## src/dual_port_pkg.sv

```systemverilog
// Package: register map, reset values and carrier types for the dual bidirectional port
package dual_port_pkg;

  localparam int ADDR_W = 8;
  localparam int DATA_W = 32;
  localparam int PORT_W = 8;

  // Byte addresses of the registers
  localparam logic [7:0] OFS_C_PINS = 8'h00;
  localparam logic [7:0] OFS_C_LATCH = 8'h04;
  localparam logic [7:0] OFS_C_DIR = 8'h08;
  localparam logic [7:0] OFS_D_PINS = 8'h0c;
  localparam logic [7:0] OFS_D_LATCH = 8'h10;
  localparam logic [7:0] OFS_D_DIR = 8'h14;
  localparam logic [7:0] OFS_E_DIR = 8'h18;
  localparam logic [7:0] OFS_CONFIG = 8'h1c;

  // Field positions
  localparam int BIT_PARALLEL_SLAVE_ENABLE = 4;
  localparam int BIT_CAPTURE_TWO_PIN_SELECT = 0;
  localparam int PIN_C_CAPTURE = 1;
  localparam int PIN_C_SERIAL_DATA_IN = 4;
  localparam int PIN_C_SPI_OUT = 5;
  localparam int PIN_C_USART_TIMING = 6;
  localparam int PIN_C_USART_DATA = 7;
  localparam int PIN_D_PWM_B = 5;
  localparam int PIN_D_PWM_C = 6;
  localparam int PIN_D_PWM_D = 7;

  // Reset values
  localparam logic [7:0] RST_DIR = 8'hff;
  localparam logic [7:0] RST_LATCH = 8'h00;
  localparam logic [7:0] RST_E_DIR = 8'h00;
  localparam logic [7:0] RST_CONFIG = 8'h01;

  // Enhanced PWM output modes
  typedef enum logic [1:0] {
    PWM_SINGLE = 2'b00,
    PWM_HALF_BRIDGE = 2'b01,
    PWM_FULL_FWD = 2'b10,
    PWM_FULL_REV = 2'b11
  } pwm_mode_t;

  // Requests from the on-chip peripherals that share the pins
  typedef struct packed {
    logic capOutEn;
    logic capOut;
    logic serI2cMode;
    logic serI2cDataOut;
    logic serSpiEnable;
    logic serSpiOut;
    logic usartAsyncTx;
    logic usartTxData;
    logic usartSyncMaster;
    logic usartSyncSlave;
    logic usartClkOut;
    logic usartSyncTransmit;
    logic usartSyncDataOut;
    logic usartRxEnable;
    pwm_mode_t pwmMode;
    logic pwmEnable;
    logic pwmB;
    logic pwmC;
    logic pwmD;
    logic parallelReadDrive;
  } periph_req_t;

  // Pin levels handed back to the peripherals
  typedef struct packed {
    logic serSpiIn;
    logic serI2cDataIn;
    logic usartRxIn;
    logic usartClkIn;
    logic usartDataIn;
    logic capInC;
    logic capInB;
    logic capOnAltPin;
    logic parallelActive;
    logic dInputTtl;
  } periph_ret_t;

endpackage : dual_port_pkg

```

## src/bidir_port_with_overrides.sv

```systemverilog
// Two bidirectional ports with peripheral overrides and an Avalon-MM register slave
//
// Summary of operation
// RL1 - A second port direction bit of 1 puts that pin driver in high impedance.
// RL2 - A second port direction bit of 0 drives that pin from its latch bit.
// RL3 - The second port latch reads and writes back the latched value, not pins.
// RL4 - Reset makes every second port pin a digital input.
// RL5 - Third port direction bit 4 turns the second port into a TTL slave port.
// RL6 - Dual or quad PWM output modes switch the parallel slave port off.
// RL7 - Three second port pins may carry enhanced PWM outputs B, C and D.
// RL8 - With direction bit 4 set, pin 4 feeds the serial module SPI data input.
// RL9 - In I2C mode serial data drives pin 4 and pin 4 feeds I2C data input.
// RL10 - With direction bit 5 clear, SPI data output drives pin 5 over the latch.
// RL11 - USART async transmit drives pin 6 over port data; software sets output.
// RL12 - Sync master clock drives pin 6; in sync slave pin 6 is the clock input.
// RL13 - With direction bit 7 set, pin 7 feeds the USART receive input.
// RL14 - Sync transmit drives pin 7; for sync receive pin 7 feeds USART data in.
// RL15 - Don't-care functions ignore or override the direction bit.
// RL16 - Pin select bit puts capture unit two on pin 1, else port B bit 3.
// RL17 - The first port has an 8-bit latch register read and written as stored.
// RL18 - Direction reads return stored bits even while a peripheral overrides.
// RL19 - Port data reads return pin levels; writes update that port's latch.
//
// Added by the designer: the Avalon-MM interface to the registers and the placing of the registers.
`timescale 1ns/10ps
module bidir_port_with_overrides
  import dual_port_pkg::*;
(
  // Clock and reset
  input wire logic clk,
  input wire logic nrst,
  // Avalon-MM slave
  input wire logic [dual_port_pkg::ADDR_W-1:0] avsAddress,
  input wire logic avsRead,
  input wire logic avsWrite,
  input wire logic [3:0] avsByteenable,
  input wire logic [dual_port_pkg::DATA_W-1:0] avsWritedata,
  output logic [dual_port_pkg::DATA_W-1:0] avsReaddata,
  output logic avsWaitrequest,
  // Peripheral side
  input wire dual_port_pkg::periph_req_t periphReq,
  output dual_port_pkg::periph_ret_t periphRet,
  // First port pins
  input wire logic [dual_port_pkg::PORT_W-1:0] portCIn,
  output logic [dual_port_pkg::PORT_W-1:0] portCOut,
  output logic [dual_port_pkg::PORT_W-1:0] portCOe,
  // Second port pins
  input wire logic [dual_port_pkg::PORT_W-1:0] portDIn,
  output logic [dual_port_pkg::PORT_W-1:0] portDOut,
  output logic [dual_port_pkg::PORT_W-1:0] portDOe,
  // Alternate capture unit two pin on port B bit 3
  input wire logic altPortBBit3In,
  output logic altPortBBit3Out,
  output logic altPortBBit3Oe
);
  import dual_port_pkg::*;

  // Register state
  logic [7:0] latchC, next_latchC;
  logic [7:0] dirC, next_dirC;
  logic [7:0] latchD, next_latchD;
  logic [7:0] dirD, next_dirD;
  logic [7:0] dirE, next_dirE;
  logic [7:0] config_, next_config_;
  logic ack, next_ack;
  logic [DATA_W-1:0] rdata, next_rdata;

  // Pin synchronisers
  logic [7:0] cMeta, cSync, dMeta, dSync;
  logic bMeta, bSync;

  logic req;
  logic wrTake;
  logic [7:0] wrByte;
  logic [7:0] cOut, cOe, dOut, dOe;
  logic capOnC;
  logic parallelActive;
  logic pwmMulti;

  always_ff @(posedge clk or negedge nrst) begin
    if (!nrst) begin
      cMeta <= 8'h00;
      cSync <= 8'h00;
      dMeta <= 8'h00;
      dSync <= 8'h00;
      bMeta <= 1'b0;
      bSync <= 1'b0;
    end else begin
      cMeta <= portCIn;
      cSync <= cMeta;
      dMeta <= portDIn;
      dSync <= dMeta;
      bMeta <= altPortBBit3In;
      bSync <= bMeta;
    end
  end

  // Bus handshake: one wait cycle, then the answer; writes land on the answering edge
  assign req = avsRead | avsWrite;
  assign avsWaitrequest = req & ~ack;
  assign wrTake = avsWrite & ack & avsByteenable[0];
  assign wrByte = avsWritedata[7:0];
  assign avsReaddata = rdata;

  always_comb begin
    next_ack = req & ~ack;
    next_rdata = rdata;
    if (avsRead & ~ack) begin
      next_rdata = '0;
      case (avsAddress)
        OFS_C_PINS: next_rdata[7:0] = cSync; // RL19
        OFS_C_LATCH: next_rdata[7:0] = latchC; // RL17
        OFS_C_DIR: next_rdata[7:0] = dirC; // RL18
        OFS_D_PINS: next_rdata[7:0] = dSync; // RL19
        OFS_D_LATCH: next_rdata[7:0] = latchD; // RL3
        OFS_D_DIR: next_rdata[7:0] = dirD; // RL18
        OFS_E_DIR: next_rdata[7:0] = dirE;
        OFS_CONFIG: next_rdata[7:0] = config_;
        default: next_rdata = '0;
      endcase
    end
  end

  always_comb begin
    next_latchC = latchC;
    next_dirC = dirC;
    next_latchD = latchD;
    next_dirD = dirD;
    next_dirE = dirE;
    next_config_ = config_;
    if (wrTake) begin
      case (avsAddress)
        OFS_C_PINS: next_latchC = wrByte; // RL19
        OFS_C_LATCH: next_latchC = wrByte; // RL17
        OFS_C_DIR: next_dirC = wrByte;
        OFS_D_PINS: next_latchD = wrByte; // RL19
        OFS_D_LATCH: next_latchD = wrByte; // RL3
        OFS_D_DIR: next_dirD = wrByte;
        OFS_E_DIR: next_dirE = wrByte;
        OFS_CONFIG: next_config_ = wrByte;
        default: next_config_ = config_;
      endcase
    end
  end

  always_ff @(posedge clk or negedge nrst) begin
    if (!nrst) begin
      latchC <= RST_LATCH;
      dirC <= RST_DIR;
      latchD <= RST_LATCH;
      dirD <= RST_DIR; // RL4
      dirE <= RST_E_DIR;
      config_ <= RST_CONFIG;
      ack <= 1'b0;
      rdata <= '0;
    end else begin
      latchC <= next_latchC;
      dirC <= next_dirC;
      latchD <= next_latchD;
      dirD <= next_dirD;
      dirE <= next_dirE;
      config_ <= next_config_;
      ack <= next_ack;
      rdata <= next_rdata;
    end
  end

  // First port: default is latch data under the direction register
  assign capOnC = config_[BIT_CAPTURE_TWO_PIN_SELECT];

  always_comb begin
    cOut = latchC;
    cOe = ~dirC;
    // Capture unit two compare output, direction still from the register
    if (capOnC && periphReq.capOutEn) begin
      cOut[PIN_C_CAPTURE] = periphReq.capOut; // RL16
    end
    // I2C data is open drain: only a low is driven, the pull-up makes the high
    if (periphReq.serI2cMode) begin
      cOut[PIN_C_SERIAL_DATA_IN] = 1'b0; // RL9
      cOe[PIN_C_SERIAL_DATA_IN] = ~periphReq.serI2cDataOut; // RL15
    end
    if (periphReq.serSpiEnable && !dirC[PIN_C_SPI_OUT]) begin
      cOut[PIN_C_SPI_OUT] = periphReq.serSpiOut; // RL10
    end
    if (periphReq.usartSyncMaster) begin
      cOut[PIN_C_USART_TIMING] = periphReq.usartClkOut; // RL12
      cOe[PIN_C_USART_TIMING] = 1'b1; // RL15
    end else if (periphReq.usartSyncSlave) begin
      cOe[PIN_C_USART_TIMING] = 1'b0; // RL12
    end else if (periphReq.usartAsyncTx) begin
      // The driver still follows the direction bit, so software must clear it
      cOut[PIN_C_USART_TIMING] = periphReq.usartTxData; // RL11
    end
    if (periphReq.usartSyncTransmit) begin
      cOut[PIN_C_USART_DATA] = periphReq.usartSyncDataOut; // RL14
      cOe[PIN_C_USART_DATA] = 1'b1; // RL15
    end
  end

  // Second port: parallel slave and PWM outputs take the pins over
  assign pwmMulti = periphReq.pwmEnable && (periphReq.pwmMode != PWM_SINGLE);
  assign parallelActive = dirE[BIT_PARALLEL_SLAVE_ENABLE] & ~pwmMulti; // RL5 RL6

  genvar gi;
  generate
    for (gi = 0; gi < PORT_W; gi++) begin : g_second_port_pins
      logic pwmHere;
      logic pwmBit;
      if (gi == PIN_D_PWM_B) begin : g_b
        assign pwmHere = pwmMulti;
        assign pwmBit = periphReq.pwmB;
      end else if (gi == PIN_D_PWM_C || gi == PIN_D_PWM_D) begin : g_cd
        assign pwmHere = periphReq.pwmEnable && (periphReq.pwmMode != PWM_SINGLE)
                         && (periphReq.pwmMode != PWM_HALF_BRIDGE);
        assign pwmBit = (gi == PIN_D_PWM_C) ? periphReq.pwmC : periphReq.pwmD;
      end else begin : g_none
        assign pwmHere = 1'b0;
        assign pwmBit = 1'b0;
      end
      always_comb begin
        if (pwmHere) begin
          dOut[gi] = pwmBit; // RL7
          dOe[gi] = ~dirD[gi];
        end else if (parallelActive) begin
          // Slave port read data comes from the latch; direction bit is ignored
          dOut[gi] = latchD[gi]; // RL5
          dOe[gi] = periphReq.parallelReadDrive; // RL15
        end else begin
          dOut[gi] = latchD[gi]; // RL2
          dOe[gi] = ~dirD[gi]; // RL1
        end
      end
    end
  endgenerate

  // Pin levels back to peripherals; outputs are combinational from synced levels
  always_comb begin
    periphRet = '0;
    periphRet.serSpiIn = cSync[PIN_C_SERIAL_DATA_IN] & dirC[PIN_C_SERIAL_DATA_IN]; // RL8
    periphRet.serI2cDataIn = cSync[PIN_C_SERIAL_DATA_IN] | ~periphReq.serI2cMode; // RL9
    periphRet.usartRxIn = cSync[PIN_C_USART_DATA] | ~dirC[PIN_C_USART_DATA]; // RL13
    periphRet.usartClkIn = cSync[PIN_C_USART_TIMING] & periphReq.usartSyncSlave; // RL12
    periphRet.usartDataIn = cSync[PIN_C_USART_DATA] & dirC[PIN_C_USART_DATA]; // RL14
    periphRet.capInC = cSync[PIN_C_CAPTURE] & capOnC;
    periphRet.capInB = bSync & ~capOnC;
    periphRet.capOnAltPin = ~capOnC;
    periphRet.parallelActive = parallelActive;
    periphRet.dInputTtl = parallelActive; // RL5
  end

  assign portCOut = cOut;
  assign portCOe = cOe;
  assign portDOut = dOut;
  assign portDOe = dOe;
  // Alternate pin carries the compare output only when the unit is moved there
  assign altPortBBit3Out = periphReq.capOut;
  assign altPortBBit3Oe = ~capOnC & periphReq.capOutEn; // RL16

endmodule : bidir_port_with_overrides

```

## config.mk

```make
export PLATFORM = sky130hd
export DESIGN_NAME = bidir_port_with_overrides
export DESIGN_NICKNAME = d
export VERILOG_FILES = /design/src/dual_port_pkg.sv /design/src/bidir_port_with_overrides.sv
export SDC_FILE = /design/constraint.sdc
export NUM_CORES = 1
export LEC_CHECK = 0
export BUFFER_PORTS_ARGS = -buffer_cell sky130_fd_sc_hd__buf_2
export CAP_MARGIN = 20
export CORE_ASPECT_RATIO = 2
export CORE_MARGIN = 1.5
export CORE_UTILIZATION = 44
export DETAILED_ROUTE_END_ITERATION = 8
export PLACE_DENSITY = 0.78
export RECOVER_POWER = 25
export SYNTH_ARGS = -nofsm -noshare
export SYNTH_HDL_FRONTEND = slang
export SYNTH_SLANG_ARGS = --single-unit
```

## constraint.sdc

```tcl
create_clock -name clk -period 1.4 [get_ports clk]
set_input_delay 0.28 -clock clk [delete_from_list [all_inputs] [get_ports clk]]
set_output_delay 0.28 -clock clk [all_outputs]
set_load 0.05 [all_outputs]
```

==> results.toml <==
[synth]
muxShareOfSynthArea = 0.196
synth_top_family_by_area = "multiplexers"
yosysTopAreaCell = "dfrtp_1"
synth-main-ff-cell = "dfrtp_1"
synth-xor-area-share = 0
synthTopCellsByCount = "74 x dfrtp_1, 45 x mux2_2, 36 x buf_4, 21 x nand2_1"
ys_seq_elements = 91
synth.distinct_cells = 42
ys_seq_area_frac = 0.541
yosys.area_share.adder = 0
synth_area_leaders = "dfrtp_1 44%, mux2_2 12%, dfstp_2 11%, buf_4 6.4%, mux2i_1 3.8%"
synth.most_common_cell = "dfrtp_1"
syn_avg_cell_area_um2 = 12.8
yosys_warnings = 0
synthDominantCellAreaShare = 0.436
synthesis.area_um2 = 4250
synth_compound_area_frac = 0.0618
synthArstFlopShare = 1.00
syn_inst = 331
synthSimpleGateAreaFrac = 0.122
synth_edf_count = 0

[sta]
setup_violations = 83
rsz0062_at_grt = "yes"
finalWorstSetupSlack_ps = -337
hold_ws_ps = 29.3
period_share = 1.24
min_period_ps = 1740
skew_ps = 6.93
timing_hold_violations_final = 0
finalMaxSlewViolations = 0
worst_pin_slew_ps = 583
relSlewSlack = 0.612
max_freq_ghz = 0.576

[clock_tree]
cts_htree_levels = 3
cts_sinks = 91
numCtsBuffers = 9
cts_root_buffer = "clkbuf_16"
cts_tree = "yes"
clk_pin_slew_ps = 60
clock_latency_ps = 350
cts_buffer_depth = 2

[die]
dieArea_um2 = 10300
coreArea_um2 = 9380
die_h_um = 142
fp.dieW_um = 72.5
start_util = 0.453
rows = 50
io_pins = 163

[placed_design]
place.gp.congestion = 0.879
port_buffers = 110
hpwl_um = 8630

[detailed_routing]
drc = 0
dr_total_vias = 3378
routed_wl_um = 12700
postRouteAntennaNets = 0
vias_per_cell = 5.44
drt_pass1_iterations = 5
drt_iter0_markers = 290
wl_per_cell_um = 20.5

[critical_path]
crit_family = "flip-flops"
slowest_stage = "dfrtp_2"
cp.arrival_ps = 1460
reg2reg_to = "latchC[5]$_DFFE_PN0P_"
cp-start-kind = "flip-flop"
crit_top_cell = "buf_12"
worstSetupPathType = "flip-flop to output pin"
crit_path_end_kind = "output pin"
crit_chain = "and2_4, buf_12, o21ai_4, buf_12"
crit_buf_inv = 2
r2r_slack_ps = -200
slowest_delay_ps = 450
crit_required_ps = 1120
critPathMaxFanout = 10
r2r_cells = 4
crit-reg2reg-launch = "ack$_DFF_PN0_"

[hold_path]
holdPathEnd = "dMeta[7]$_DFF_PN0_"
min-delay-start = "portDIn[7]"
hp-class = "primary input to flip-flop"
whs_path_depth = 1

[global_routing]
grt_pass1_vias = 3657
met2_usage = 0.426
grt_max_degree = 39
grt_use_total = 0.247
antenna_found_initial = 0
met1_usage = 0.270
met3_usage = 0.0283
grt_pass1_wl_um = 18800
top_usage_layer = "met2"
overflow = 0

[run]
max_cap_viol_count = 0

[final_layout]
final_nets = 598
diodes = 0
drive_gt1_frac = 0.677
synthToLayoutAreaGrowth_pct = 57.2
n_fill_cell = 594

[power]
power_uw = 6580
ir_drop_mv = 1.02
power_per_cell_area_nw_per_um2 = 985
p_leak_uw = 0.00319

[outcome]
status = "finished with violations"
violations = "setup timing"
[kinds of logic after synthesis]
| logic type | Yosys count |
|---|---|
| DFF | 91 |
| and+or+nand+nor | 78 |
| muxes | 71 |
| buffers and inverters | 52 |
| AOI/OAI and AO/OA | 38 |
| other | 1 |
[layer usage]
layer | up-vias | share of wire
li1 | 1477 | -
met1 | 1690 | 0.35
met2 | 159 | 0.55
met3 | 52 | 0.043
met4 | 0 | 0.063
met5 | - | 0
[timing repair]
action                                 CTS  global route
gates cloned                             0             0
endpoints found under the hold margin   11             0
buffers inserted                        16            13
setup endpoints to repair               91            92
pin swaps                               14            21
gates resized for setup                134            54
hold buffers                             1             0
[state kept, by name, indices dropped and copies added, names as in the netlist]
name,flops
avsReaddata,8
cMeta,8
cSync,8
config_,8
dMeta,8
dSync,8
dirC,8
dirD,8
dirE,8
latchC,8
latchD,8
ack,1
bMeta,1
bSync,1
[placed cells by master (no fill, tap or decap), types with 6 or more instances in the layout]
cell,instances
dfstp_2,17
mux2_4,44
buf_6,43
dfrtp_1,73
and3_1,6
mux2i_1,10
buf_12,8
clkbuf_16,9
conb_1,24
buf_2,69
nor2_1,7
buf_4,54
o21ai_4,8
mux2_2,9
buf_8,12
nor3_4,7
nand2_1,17
[metrics by stage]
| stage | instance area (um2) | TNS (ps) | setup slack, ps | instances | utilization |
|---|---|---|---|---|---|
| floorplan | 4630 | -10100 | -291 | 354 | - |
| finish | 6680 | -12150 | -337 | 621 | 0.712 |
| detailed placement | 5550 | -27500 | -570 | 587 | 0.592 |
| CTS | 6460 | -11830 | -347 | 617 | 0.689 |
| global route | 6680 | -15520 | -352 | 621 | 0.712 |
| global placement | 5550 | -25220 | -466 | 587 | 0.592 |
[report_power, final]
group,switching [uW],internal [uW]
Clock,992,1840
Combinational,607,375
Sequential,46.9,2720
Total,1650,4930
[how the worst max path moves through the flow]
stage	startpoint	endpoint	slack, ps	depth (start not counted)
detailed placement	avsAddress[3]	avsReaddata[5]$_DFFE_PN0P_	-570	7
CTS	dirE[4]$_DFFE_PN0P_	portDOe[1]	-350	4
finish	dirE[4]$_DFFE_PN0P_	portDOe[1]	-340	4
global route	dirE[4]$_DFFE_PN0P_	portDOe[1]	-350	4
global placement	avsAddress[3]	latchC[5]$_DFFE_PN0P_	-470	6
floorplan	avsAddress[1]	dirE[0]$_DFFE_PN0P_	-290	4
[final cells by class]
type	instances	area [um2]	share of cell area
inverter	7	30.0	0.00450
multi-input combinational	211	2250	0.336
timing repair buffer	192	1620	0.243
clock buffer	12	256	0.0384
clock inverter	4	97.6	0.0146
tap	104	130	0.0195
sequential	91	2300	0.344
(Power assumes the default switching activity.)
